===== config.mk =====
export PLATFORM = sky130hd
export DESIGN_NAME = cq_request_sideband
export DESIGN_NICKNAME = d
export VERILOG_FILES = /design/src/dword_lane_flags.v /design/src/cq_request_sideband.v
export VERILOG_INCLUDE_DIRS = /design/src /design/src/src
export SDC_FILE = /design/constraint.sdc
export NUM_CORES = 1
export LEC_CHECK = 0
export ABC_AREA = 1
export BUFFER_PORTS_ARGS = -buffer_cell sky130_fd_sc_hd__buf_2
export CAP_MARGIN = 20
export CELL_PAD_IN_SITES_DETAIL_PLACEMENT = 1
export CELL_PAD_IN_SITES_GLOBAL_PLACEMENT = 1
export CORE_AREA = 2 2 262 264
export CTS_BUF_LIST = sky130_fd_sc_hd__clkbuf_16
export DETAILED_ROUTE_END_ITERATION = 10
export DIE_AREA = 0 0 264 266
export PLACE_DENSITY_LB_ADDON = 0.12
export SLEW_MARGIN = 5
export SYNTH_ARGS = -nofsm -noshare
export SYNTH_HDL_FRONTEND = slang
export SYNTH_SLANG_ARGS = --single-unit

===== constraint.sdc =====
create_clock -name clk -period 7.6 [get_ports clk]
set_input_delay 1.52 -clock clk [delete_from_list [all_inputs] [get_ports clk]]
set_output_delay 1.52 -clock clk [all_outputs]
set_load 0.02 [all_outputs]

===== src/cq_sideband_defines.vh =====
// constants shared by the completer request sideband block
`ifndef CQ_SIDEBAND_DEFINES_VH
`define CQ_SIDEBAND_DEFINES_VH

// register byte offsets
`define REG_CTRL_OFS        12'h000
`define REG_IRQ_STATUS_OFS  12'h004
`define REG_IRQ_MASK_OFS    12'h008
`define REG_PKT_COUNT_OFS   12'h00C
`define REG_DISC_COUNT_OFS  12'h010

// control register fields and reset value
`define CTRL_WIDTH_LSB      0
`define CTRL_WIDTH_MSB      1
`define CTRL_ENDPOINT_BIT   2
`define CTRL_RESET          32'h0000_0006

// interrupt status / mask bits
`define IRQ_DISCONTINUE_BIT 0
`define IRQ_PACKET_BIT      1
`define IRQ_WIDTH           2
`define IRQ_MASK_RESET      2'h0

// data width codes
`define WIDTH_64            2'h0
`define WIDTH_128           2'h1
`define WIDTH_256           2'h2

// beat geometry
`define DATA_BITS           256
`define LANES               8
`define DESC_DWORDS         12'h004

// sideband layout
`define SB_BITS             42
`define SB_FIRST_LSB        0
`define SB_FIRST_MSB        3
`define SB_LAST_LSB         4
`define SB_LAST_MSB         7
`define SB_BYTE_LSB         8
`define SB_BYTE_MSB         39
`define SB_SOP_BIT          40
`define SB_DISC_BIT         41

// request kinds from the header decoder
`define KIND_MEM_RD         3'h0
`define KIND_MEM_WR         3'h1
`define KIND_IO_RD          3'h2
`define KIND_IO_WR          3'h3
`define KIND_ATOMIC         3'h4
`define KIND_MSG            3'h5
`define KIND_MSG_DATA       3'h6
`define KIND_OTHER          3'h7

`endif


===== src/dword_lane_flags.v =====
// payload byte flags for one dword lane of a request beat
`timescale 1ns/10ps
`include "cq_sideband_defines.vh"

module dword_lane_flags
#(
    parameter [11:0] LANE = 12'h000
)
(
    input  wire [11:0] beat_base,
    input  wire        lane_on,
    input  wire        has_payload,
    input  wire [10:0] len_dw,
    input  wire [3:0]  first_mask,
    input  wire [3:0]  last_mask,
    output reg  [3:0]  flags
);

    wire [11:0] idx;
    wire [11:0] pay_idx;
    wire        in_pay;

    assign idx     = beat_base + LANE;
    assign pay_idx = idx - `DESC_DWORDS;
    // descriptor dwords never raise flags
    assign in_pay  = lane_on & has_payload & (idx >= `DESC_DWORDS) &
                     (pay_idx < {1'b0, len_dw});

    always @*
    begin
        if (!in_pay)
            flags = 4'h0;
        else if (pay_idx == 12'h000)
            flags = first_mask;
        else if (pay_idx == ({1'b0, len_dw} - 12'h001))
            flags = last_mask;
        else
            flags = 4'hF;
    end

endmodule


===== src/cq_request_sideband.v =====
// completer request stream stage that builds the per-beat sideband word
//
// Chosen here: register access over APB and the register offsets.
`timescale 1ns/10ps
`include "cq_sideband_defines.vh"

module cq_request_sideband
(
    input  wire                  clk,
    input  wire                  rst_b,
    // apb slave
    input  wire                  psel,
    input  wire                  penable,
    input  wire                  pwrite,
    input  wire [11:0]           paddr,
    input  wire [31:0]           pwdata,
    output reg  [31:0]           prdata,
    output reg                   pready,
    output reg                   pslverr,
    output reg                   irq,
    // internal request source
    input  wire                  src_valid,
    output wire                  src_ready,
    input  wire [`DATA_BITS-1:0] src_data,
    input  wire                  src_sop,
    input  wire                  src_last,
    input  wire [2:0]            src_kind,
    input  wire [10:0]           src_len_dw,
    input  wire [3:0]            src_first_dword_byte_mask,
    input  wire [3:0]            src_last_dword_byte_mask,
    input  wire                  src_payload_err,
    // completer request stream to user logic
    output reg  [`DATA_BITS-1:0] request_data_bus,
    output reg  [`SB_BITS-1:0]   request_sideband_bus,
    output reg                   request_beat_valid,
    input  wire                  request_beat_ready,
    output reg                   request_final_beat,
    // uncorrectable error report toward the error reporting logic
    output reg                   aer_payload_err_report
);

    reg  [31:0]            ctrl_r;
    reg  [`IRQ_WIDTH-1:0]  irq_status_r;
    reg  [`IRQ_WIDTH-1:0]  irq_status_nxt;
    reg  [`IRQ_WIDTH-1:0]  irq_mask_r;
    reg  [31:0]            pkt_count_r;
    reg  [31:0]            disc_count_r;
    reg  [31:0]            rd_mux;
    reg                    addr_hit;

    reg  [2:0]             kind_r;
    reg  [10:0]            len_r;
    reg  [3:0]             first_r;
    reg  [3:0]             last_r;
    reg  [1:0]             width_r;
    reg  [11:0]            base_r;
    reg                    err_acc_r;

    wire                   take;
    wire                   out_fire;
    wire                   apb_setup;
    wire                   apb_wr;
    wire [2:0]             cur_kind;
    wire [10:0]            cur_len;
    wire [3:0]             cur_first;
    wire [3:0]             cur_last;
    wire [1:0]             cur_width;
    wire [11:0]            cur_base;
    wire [11:0]            beat_dwords;
    wire                   cur_err;
    wire                   has_payload;
    wire                   mem_rw;
    wire                   full_masks;
    reg  [3:0]             first_mask;
    reg  [3:0]             last_mask;
    reg  [`LANES-1:0]      lane_on;
    wire [31:0]            byte_flags;
    wire                   disc_now;
    wire                   disc_accept;
    wire                   sop_accept;

    // one-entry output stage; refill only when empty or draining
    assign out_fire  = request_beat_valid & request_beat_ready;
    assign src_ready = ~request_beat_valid | request_beat_ready;
    assign take      = src_valid & src_ready;

    // header fields come live on the start beat, held afterwards
    assign cur_kind  = src_sop ? src_kind : kind_r;
    assign cur_len   = src_sop ? src_len_dw : len_r;
    assign cur_first = src_sop ? src_first_dword_byte_mask : first_r;
    assign cur_last  = src_sop ? src_last_dword_byte_mask : last_r;
    // width sampled per packet so a reconfigure cannot tear a packet
    assign cur_width = src_sop ? ctrl_r[`CTRL_WIDTH_MSB:`CTRL_WIDTH_LSB]
                               : width_r;
    assign cur_base  = src_sop ? 12'h000 : base_r;
    assign cur_err   = (~src_sop & err_acc_r) | src_payload_err;

    assign beat_dwords = (cur_width == `WIDTH_64)  ? 12'h002 :
                         (cur_width == `WIDTH_128) ? 12'h004 : 12'h008;

    assign mem_rw      = (cur_kind == `KIND_MEM_RD) |
                         (cur_kind == `KIND_MEM_WR);
    assign full_masks  = (cur_kind == `KIND_ATOMIC) |
                         (cur_kind == `KIND_MSG_DATA);
    assign has_payload = (cur_kind == `KIND_MEM_WR) |
                         (cur_kind == `KIND_IO_WR) | full_masks;

    always @*
    begin
        if (full_masks)
        begin
            first_mask = 4'hF;
            last_mask  = 4'hF;
        end
        else if (mem_rw && cur_len <= 11'h001)
        begin
            first_mask = cur_first;
            last_mask  = 4'h0;
        end
        else
        begin
            first_mask = cur_first;
            last_mask  = cur_last;
        end
    end

    always @*
    begin
        case (cur_width)
            `WIDTH_64:  lane_on = 8'h03;
            `WIDTH_128: lane_on = 8'h0F;
            `WIDTH_256: lane_on = 8'hFF;
            default:    lane_on = 8'hFF;
        endcase
    end

    genvar g;
    generate
        for (g = 0; g < `LANES; g = g + 1)
        begin : lane
            dword_lane_flags
            #(
                .LANE        (g[11:0])
            )
            u_flags
            (
                .beat_base   (cur_base),
                .lane_on     (lane_on[g]),
                .has_payload (has_payload),
                .len_dw      (cur_len),
                .first_mask  (first_mask),
                .last_mask   (last_mask),
                .flags       (byte_flags[4*g+3:4*g])
            );
        end
    endgenerate

    assign disc_now    = src_last & cur_err & has_payload;
    assign disc_accept = out_fire &
                         request_sideband_bus[`SB_DISC_BIT];
    assign sop_accept  = out_fire &
                         request_sideband_bus[`SB_SOP_BIT];

    // packet tracking state
    always @(posedge clk)
    begin
        if (!rst_b)
        begin
            kind_r    <= `KIND_OTHER;
            len_r     <= 11'h000;
            first_r   <= 4'h0;
            last_r    <= 4'h0;
            width_r   <= `WIDTH_256;
            base_r    <= 12'h000;
            err_acc_r <= 1'b0;
        end
        else if (take)
        begin
            kind_r    <= cur_kind;
            len_r     <= cur_len;
            first_r   <= cur_first;
            last_r    <= cur_last;
            width_r   <= cur_width;
            base_r    <= cur_base + beat_dwords;
            // error sticks until the final beat carries it out
            err_acc_r <= cur_err & ~src_last;
        end
    end

    // output beat register; held untouched while ready is low
    always @(posedge clk)
    begin
        if (!rst_b)
        begin
            request_data_bus     <= {`DATA_BITS{1'b0}};
            request_sideband_bus <= {`SB_BITS{1'b0}};
            request_beat_valid   <= 1'b0;
            request_final_beat   <= 1'b0;
        end
        else if (take)
        begin
            request_data_bus   <= src_data;
            request_beat_valid <= 1'b1;
            request_final_beat <= src_last;
            // masks only driven on the start beat, zero elsewhere
            request_sideband_bus[`SB_FIRST_MSB:`SB_FIRST_LSB] <=
                src_sop ? first_mask : 4'h0;
            request_sideband_bus[`SB_LAST_MSB:`SB_LAST_LSB] <=
                src_sop ? last_mask : 4'h0;
            request_sideband_bus[`SB_BYTE_MSB:`SB_BYTE_LSB] <=
                byte_flags;
            request_sideband_bus[`SB_SOP_BIT] <= src_sop;
            request_sideband_bus[`SB_DISC_BIT] <= disc_now;
        end
        else if (out_fire)
        begin
            request_beat_valid <= 1'b0;
        end
    end

    // error report fires once per discontinued request while the endpoint bit is set
    always @(posedge clk)
    begin
        if (!rst_b)
            aer_payload_err_report <= 1'b0;
        else
            aer_payload_err_report <= disc_accept &
                ctrl_r[`CTRL_ENDPOINT_BIT];
    end

    // apb: setup loads read data, access answers one cycle later
    assign apb_setup = psel & ~penable;
    assign apb_wr    = psel & penable & pwrite & pready;

    always @*
    begin
        addr_hit = 1'b1;
        case (paddr)
            `REG_CTRL_OFS:       rd_mux = ctrl_r;
            `REG_IRQ_STATUS_OFS: rd_mux = {30'h0, irq_status_r};
            `REG_IRQ_MASK_OFS:   rd_mux = {30'h0, irq_mask_r};
            `REG_PKT_COUNT_OFS:  rd_mux = pkt_count_r;
            `REG_DISC_COUNT_OFS: rd_mux = disc_count_r;
            default:
            begin
                rd_mux   = 32'h0000_0000;
                addr_hit = 1'b0;
            end
        endcase
    end

    // new events win over a same-cycle write-one clear
    always @*
    begin
        irq_status_nxt = irq_status_r;
        if (apb_wr && paddr == `REG_IRQ_STATUS_OFS)
            irq_status_nxt = irq_status_nxt & ~pwdata[`IRQ_WIDTH-1:0];
        if (disc_accept)
            irq_status_nxt[`IRQ_DISCONTINUE_BIT] = 1'b1;
        if (sop_accept)
            irq_status_nxt[`IRQ_PACKET_BIT] = 1'b1;
    end

    always @(posedge clk)
    begin
        if (!rst_b)
        begin
            pready  <= 1'b0;
            pslverr <= 1'b0;
            prdata  <= 32'h0000_0000;
        end
        else
        begin
            pready <= apb_setup;
            if (apb_setup)
            begin
                prdata  <= pwrite ? 32'h0000_0000 : rd_mux;
                pslverr <= ~addr_hit;
            end
            else
            begin
                pslverr <= 1'b0;
            end
        end
    end

    always @(posedge clk)
    begin
        if (!rst_b)
        begin
            ctrl_r       <= `CTRL_RESET;
            irq_status_r <= {`IRQ_WIDTH{1'b0}};
            irq_mask_r   <= `IRQ_MASK_RESET;
            irq          <= 1'b0;
        end
        else
        begin
            if (apb_wr && paddr == `REG_CTRL_OFS)
                ctrl_r <= {29'h0, pwdata[2:0]};
            if (apb_wr && paddr == `REG_IRQ_MASK_OFS)
                irq_mask_r <= pwdata[`IRQ_WIDTH-1:0];
            irq_status_r <= irq_status_nxt;
            irq          <= |(irq_status_nxt & irq_mask_r);
        end
    end

    // counters wrap; software takes differences
    always @(posedge clk)
    begin
        if (!rst_b)
        begin
            pkt_count_r  <= 32'h0000_0000;
            disc_count_r <= 32'h0000_0000;
        end
        else
        begin
            if (sop_accept)
                pkt_count_r <= pkt_count_r + 32'h0000_0001;
            if (disc_accept)
                disc_count_r <= disc_count_r + 32'h0000_0001;
        end
    end

endmodule


* After elaboration in Yosys (flattened, before gate mapping) *
Cells that the tools add are included.

cells by class
  add/subtract/negate cells = 19
  $mul = 0
  divide/modulo/power cells = 0
  $lt $le $gt $ge = 17
  equality and inequality tests = 17
  shifts and indexed selects = 0
  mux-type cells = 46
  bitwise logic cells = 51
  reduce and logical (&&, ||, !) cells = 19

operator list
  cell                                                                    count
  32-bit one-hot mux with 5 select lines                                  1
  4-bit 2-to-1 mux                                                        33
  12-bit logical NOT                                                      9
  12-bit equality test                                                    8
  12-bit by 3-bit >= comparator with 1-bit output, second input constant  8
  12-bit by 11-bit < comparator with 1-bit output                         8
  12-bit by 3-bit subtractor with 12-bit output, second input constant    8
  32-bit by 1-bit adder with 32-bit output, second input constant         2
  12-bit by 3-bit adder with 12-bit output, second input constant         4
  1-bit bitwise AND                                                       37
  32-bit 2-to-1 mux                                                       1
  12-bit by 2-bit adder with 12-bit output, second input constant         2
  12-bit by 4-bit equality test with 1-bit output, second input constant  2
  8-bit one-hot mux with 2 select lines                                   1
  12-bit by 1-bit adder with 12-bit output, second input constant         1
  12-bit by 4-bit adder with 12-bit output                                1
  12-bit by 3-bit equality test with 1-bit output, second input constant  1
  12-bit by 5-bit equality test with 1-bit output, second input constant  1
  12-bit 2-to-1 mux                                                       1
  11-bit by 1-bit subtractor with 12-bit output, second input constant    1
  11-bit by 1-bit <= comparator with 1-bit output, second input constant  1
  11-bit 2-to-1 mux                                                       1
  3-bit equality test, second input constant                              2
  1-bit OR                                                                6
  other kinds (16)                                                        29

word-level totals
  register bits = 444
  bits in latches = 0
  bits in writable memories = 0
  ROM bits = 0
  input bits = 332
  output and inout port bits = 337
  logic and storage cells = 190
  memories kept = 0

* Longest topological paths before layout *
  depth in word-level cells = 9
  depth in mapped cells = 29
  depth with buffers taken out = 27

* Cells and area by module *
A second synthesis with hierarchy kept.

unflattened totals
  cell total of the unflattened synthesis = 4723
  area total of the unflattened synthesis = 29822.4 um2

modules (own cells, without submodules)
  module                              instances  cells an instance  area each (um2)
  cq_request_sideband                 1          2405               17584.4
  dword_lane_flags (lane[3].u_flags)  1          300                1711.6
  dword_lane_flags (lane[6].u_flags)  1          290                1596.5
  dword_lane_flags (lane[7].u_flags)  1          297                1584.0
  dword_lane_flags (lane[2].u_flags)  1          300                1531.5
  dword_lane_flags (lane[4].u_flags)  1          312                1526.5
  dword_lane_flags (lane[1].u_flags)  1          302                1517.7
  dword_lane_flags (lane[5].u_flags)  1          271                1507.7
  dword_lane_flags (lane[0].u_flags)  1          246                1262.5

* Worst setup path before layout *
Ideal clock, no wire load.

  kind = in2reg
  from = input src_sop
  to = register request_sideband_bus[28]
  setup time = 70 ps
  arrival time = 4861 ps
  data required time = 7530 ps
  setup slack = 2669 ps
  cell stages on the path = 26
  path buffers = 4
  cell sequence = buf_6 buf_2 clkbuf_1 clkbuf_1 nor2_1 ha_1 inv_2 nand2_1 nand2_1 nand3_1 nor2_2 nand3_1 nand2_1 nand2_1 ha_1 nand2_1 nor2_1 a211oi_1 o21ai_0 nand3_1 nand2_1 a21oi_1 nand4_1 nor2_1 nand2_1 a21oi_1

between the ends
  cells in the longest elaborated chain, start to end = 9
  elaborated cells between the ends (all ways) = 36

RTL lines
  item                                                                              RTL line                   source
  start: declaration                                                                cq_request_sideband.v:25   input wire src_sop,
  branches (longest 8 deep; another with 12-bit by 3-bit adder with 12-bit output)  n/a
  4-bit 2-to-1 mux (*)                                                              dword_lane_flags.v:31      if (!in_pay)
  end signal: assignment                                                            cq_request_sideband.v:196  request_sideband_bus <= {`SB_BITS{1'b0}};
  end signal: indexed assignment                                                    cq_request_sideband.v:206  request_sideband_bus[`SB_FIRST_MSB:`SB_FIRST_LSB] <=
  end signal: indexed assignment                                                    cq_request_sideband.v:208  request_sideband_bus[`SB_LAST_MSB:`SB_LAST_LSB] <=
  end: declaration                                                                  cq_request_sideband.v:34   output reg [`SB_BITS-1:0] request_sideband_bus,

Every way passes the cells marked *.
A chain may end at the register's enable or synchronous reset.

* Final worst setup path *
  from = input src_sop
  to = register request_sideband_bus[32]

Same word-level chain as after synthesis.

==> impl_metrics.toml <==
[synthesis]
synth_area_per_cell_um2 = 6.51
ys_ff_latch = 444
synthSimpleGateAreaFrac_pct = 36.8
ys_seq_area_share_pct = 35.3
synth_nets = 4302
synthMuxAreaShare_pct = 0
synth_top_area_share_pct = 35.3
ys.warnings.count = 0
synth_xor_area_share_pct = 1.32
synth_cells = 3862
synth_fa_ha_area_share_pct = 5.40
synth_area_leaders = "dfxtp_1, nand2_1, nor2_1"
synth_compound_area_share_pct = 13.9
yosysTopAreaCell = "dfxtp_1"
synth_top_family_by_area = "simple AND/OR/NAND/NOR gates"
ys_types = 59
synth_area_um2 = 25100

[routing]
avgViaCountPerCell = 5.33
dr.pass1.iters = 6
drtIter0Drc = 2111
routed_wl_mm = 117
post-route-drc-count = 0
final_antenna_net_count = 0
wl_per_cell_um = 21.9
vias = 28600

[grt]
grt.total_usage_pct = 32.1
grt_max_degree = 193
grt_pass1_vias = 27200
grt_pass1_wl_mm = 172
grt-ovfl-total = 0
antenna_found_initial = 32

[clock_tree]
cts_buffers = 52
cts_tree = "built"
cts.sinks = 444
post_cts_resized = 0
clk_transition_reported_paths_ns = 0.06
cts_max_level = 2
worstSkewPairLatency_ns = 0.62
clockBufferDepth = 3
cts_hold_buffers = 0
cts_setup_buffers = 0
cts-root-buf = "clkbuf_16"

[job]
maxCapViolCount = 0

[sta]
setup_tns_ns = 0
worst_pin_slew_ns = 1.37
rsz0062_at_grt = "false"
finClkSkew_ns = 0.0388
max_slew_margin_pct = 7.73
holdWs_ns = 0.445
layout_min_cycle_time_ns = 5.81
max_freq_mhz = 172
hold_viol = 0
slew_viol_final = 0
finalCritPeriodShare_pct = 76.5
finalSetupViolations = 0

[floorplanning]
core_um2 = 67700
dieWidth_um = 264
boundaryPins = 669
dieHeight_um = 266
start_util_pct = 37.1
die_area_um2 = 70200
num_rows = 96

[worst_setup_path]
endpoint_kind = "register"
worstSetupStartpointType = "input port"
ff2ff_setup_slack_ns = 2.69
crit_arrival_ns = 6.27
cp.depth = 23
critical_path.max_stage_delay_ns = 0.64
cpMostUsedCell = "nand2_1"
slowest_stage = "o221ai_1"
cpLargestDelayFamily = "simple AND/OR/NAND/NOR gates"
cp_cell_sequence = "buf_2, inv_8, nand2_4, clkinv_2, ha_1, inv_2, nand2_1, nand2_1, nand4_1, inv_1, nand3_1, nand2_1, inv_1, ha_1, nand4_1, o221ai_1, nand3_1, nand2_1, nand2_1, nand2_1, nor2_1, nand2_1, a21oi_1"
required_ns = 8.06
rr_worst_depth = 20
worstPathBufferInverterCount = 6
cp_max_fo = 46
crit_type = "in2reg"

[cells_and_area]
drive_gt1_share_pct = 19.9
syn2layout_area_growth_pct = 22.6
nNetsFinal = 4861
stdcell_area_um2 = 30800

[placement]
hpwl_mm = 90.0
port_buffers = 639
placed_area_um2 = 29000
gp_congestion = 0.979

[power_and_ir_drop]
powerDensity_nw_per_um2 = 214
ir_drop_v = 0.000190
p_leak_uw = 0.0148

[worst_hold_path]
min_path_type = "reg2reg"
whs_path_depth = 1

[run_status]
status = "completed"
final timing paths:
check | startpoint | end
setup / recovery | src_sop | request_sideband_bus[32]$_SDFFE_PN0P_
hold / removal | disc_count_r[27]$_SDFFE_PN0P_ | disc_count_r[27]$_SDFFE_PN0P_
setup reg to reg | base_r[0]$_SDFFE_PN0P_ | request_sideband_bus[21]$_SDFFE_PN0P_
hold reg to reg | disc_count_r[27]$_SDFFE_PN0P_ | disc_count_r[27]$_SDFFE_PN0P_
where the power goes:
group	switching [µW]	internal [µW]	total [µW]	leakage [µW]
clock	1100	1550	2650	0.000899
combinational	980	417	1400	0.0102
sequential	81.7	2460	2540	0.00365
synth_stat cells, drive strengths merged:
cell and instances:
nand2 883, a211oi 13, a221oi 2, o221ai 4, o21ai 370, a31oi 5, o31ai 4, inv 304
o22ai 31, or2 6, nand4 53, a32o 1, nor3b 4, nand3b 12, a21boi 2, o311ai 1
xor2 28, a22o 1, clkbuf 131, o21a 3, a22oi 4, clkinv 6, o211ai 5, ha 107
buf 29, nand3 322, fa 1, nor2 809, o21bai 3, a21oi 191, xnor2 6, dfxtp 444
nor4 18, nor3 54, a21o 5
through the flow:
stage	setup WS (ns)	util, %	std cells	power, µW
floorplan	2.67	-	3862	3400
global placement	1.43	42.8	5244	3930
detailed placement	1.32	42.8	5244	3960
CTS	1.96	45.4	5339	6620
global route	1.43	45.5	5351	6870
finish	1.79	45.5	5354	6590
layout make-up:
type / count / area [µm²]
well taps: 882 / 1100
diodes: 10 / 25.0
inverters: 310 / 1180
clock buffers: 52 / 1300
clock inverters: 43 / 463
flip-flops and latches: 444 / 8890
multi-input cells: 2948 / 14400
fillers: 9177 / 36900
repair buffers: 665 / 3450
registers in the layout (all words and copies together) (netlist names), 2 cells and up:
name	cells
request_sideband_bus	42
ctrl_r	3
disc_count_r	32
last_r	4
pkt_count_r	32
irq_status_r	2
irq_mask_r	2
prdata	32
request_data_bus	256
kind_r	3
base_r	12
len_r	11
first_r	4
width_r	2
cell families after synthesis:
logic type | Yosys count
compound gates | 645
flops | 444
simple gates | 2161
fa+ha+maj | 108
xor+xnor | 34
buf+inv | 470
placed cells by master, fill, tap and decap left out, types with 5 or more instances in the layout:
cell type / n
a211oi_1: 13
a21o_1: 5
a21oi_1: 186
a31oi_1: 5
buf_2: 638
buf_4: 21
bufinv_16: 9
clkbuf_16: 52
clkinv_1: 13
clkinv_2: 13
dfxtp_1: 444
diode_2: 10
ha_1: 107
inv_1: 275
inv_2: 34
nand2_1: 861
nand2_2: 17
nand2_4: 5
nand3_1: 304
nand3_2: 14
nand3b_1: 12
nand4_1: 53
nor2_1: 765
nor2_2: 33
nor2_4: 10
nor3_1: 48
nor3_2: 6
nor4_1: 17
o211ai_1: 5
o21ai_0: 349
o21ai_1: 17
o22ai_1: 31
or2_2: 5
xnor2_1: 5
xor2_1: 26
layer usage:
| layer | track usage [%] | part of all wire [%] |
|---|---|---|
| met1 | 42.5 | 44 |
| met2 | 50.6 | 45 |
| met3 | 9.55 | 8.7 |
| met4 | 7.82 | 2.4 |
| met5 | 4.02 | 0.37 |
No activity file was read; power rests on OpenSTA's default activity.
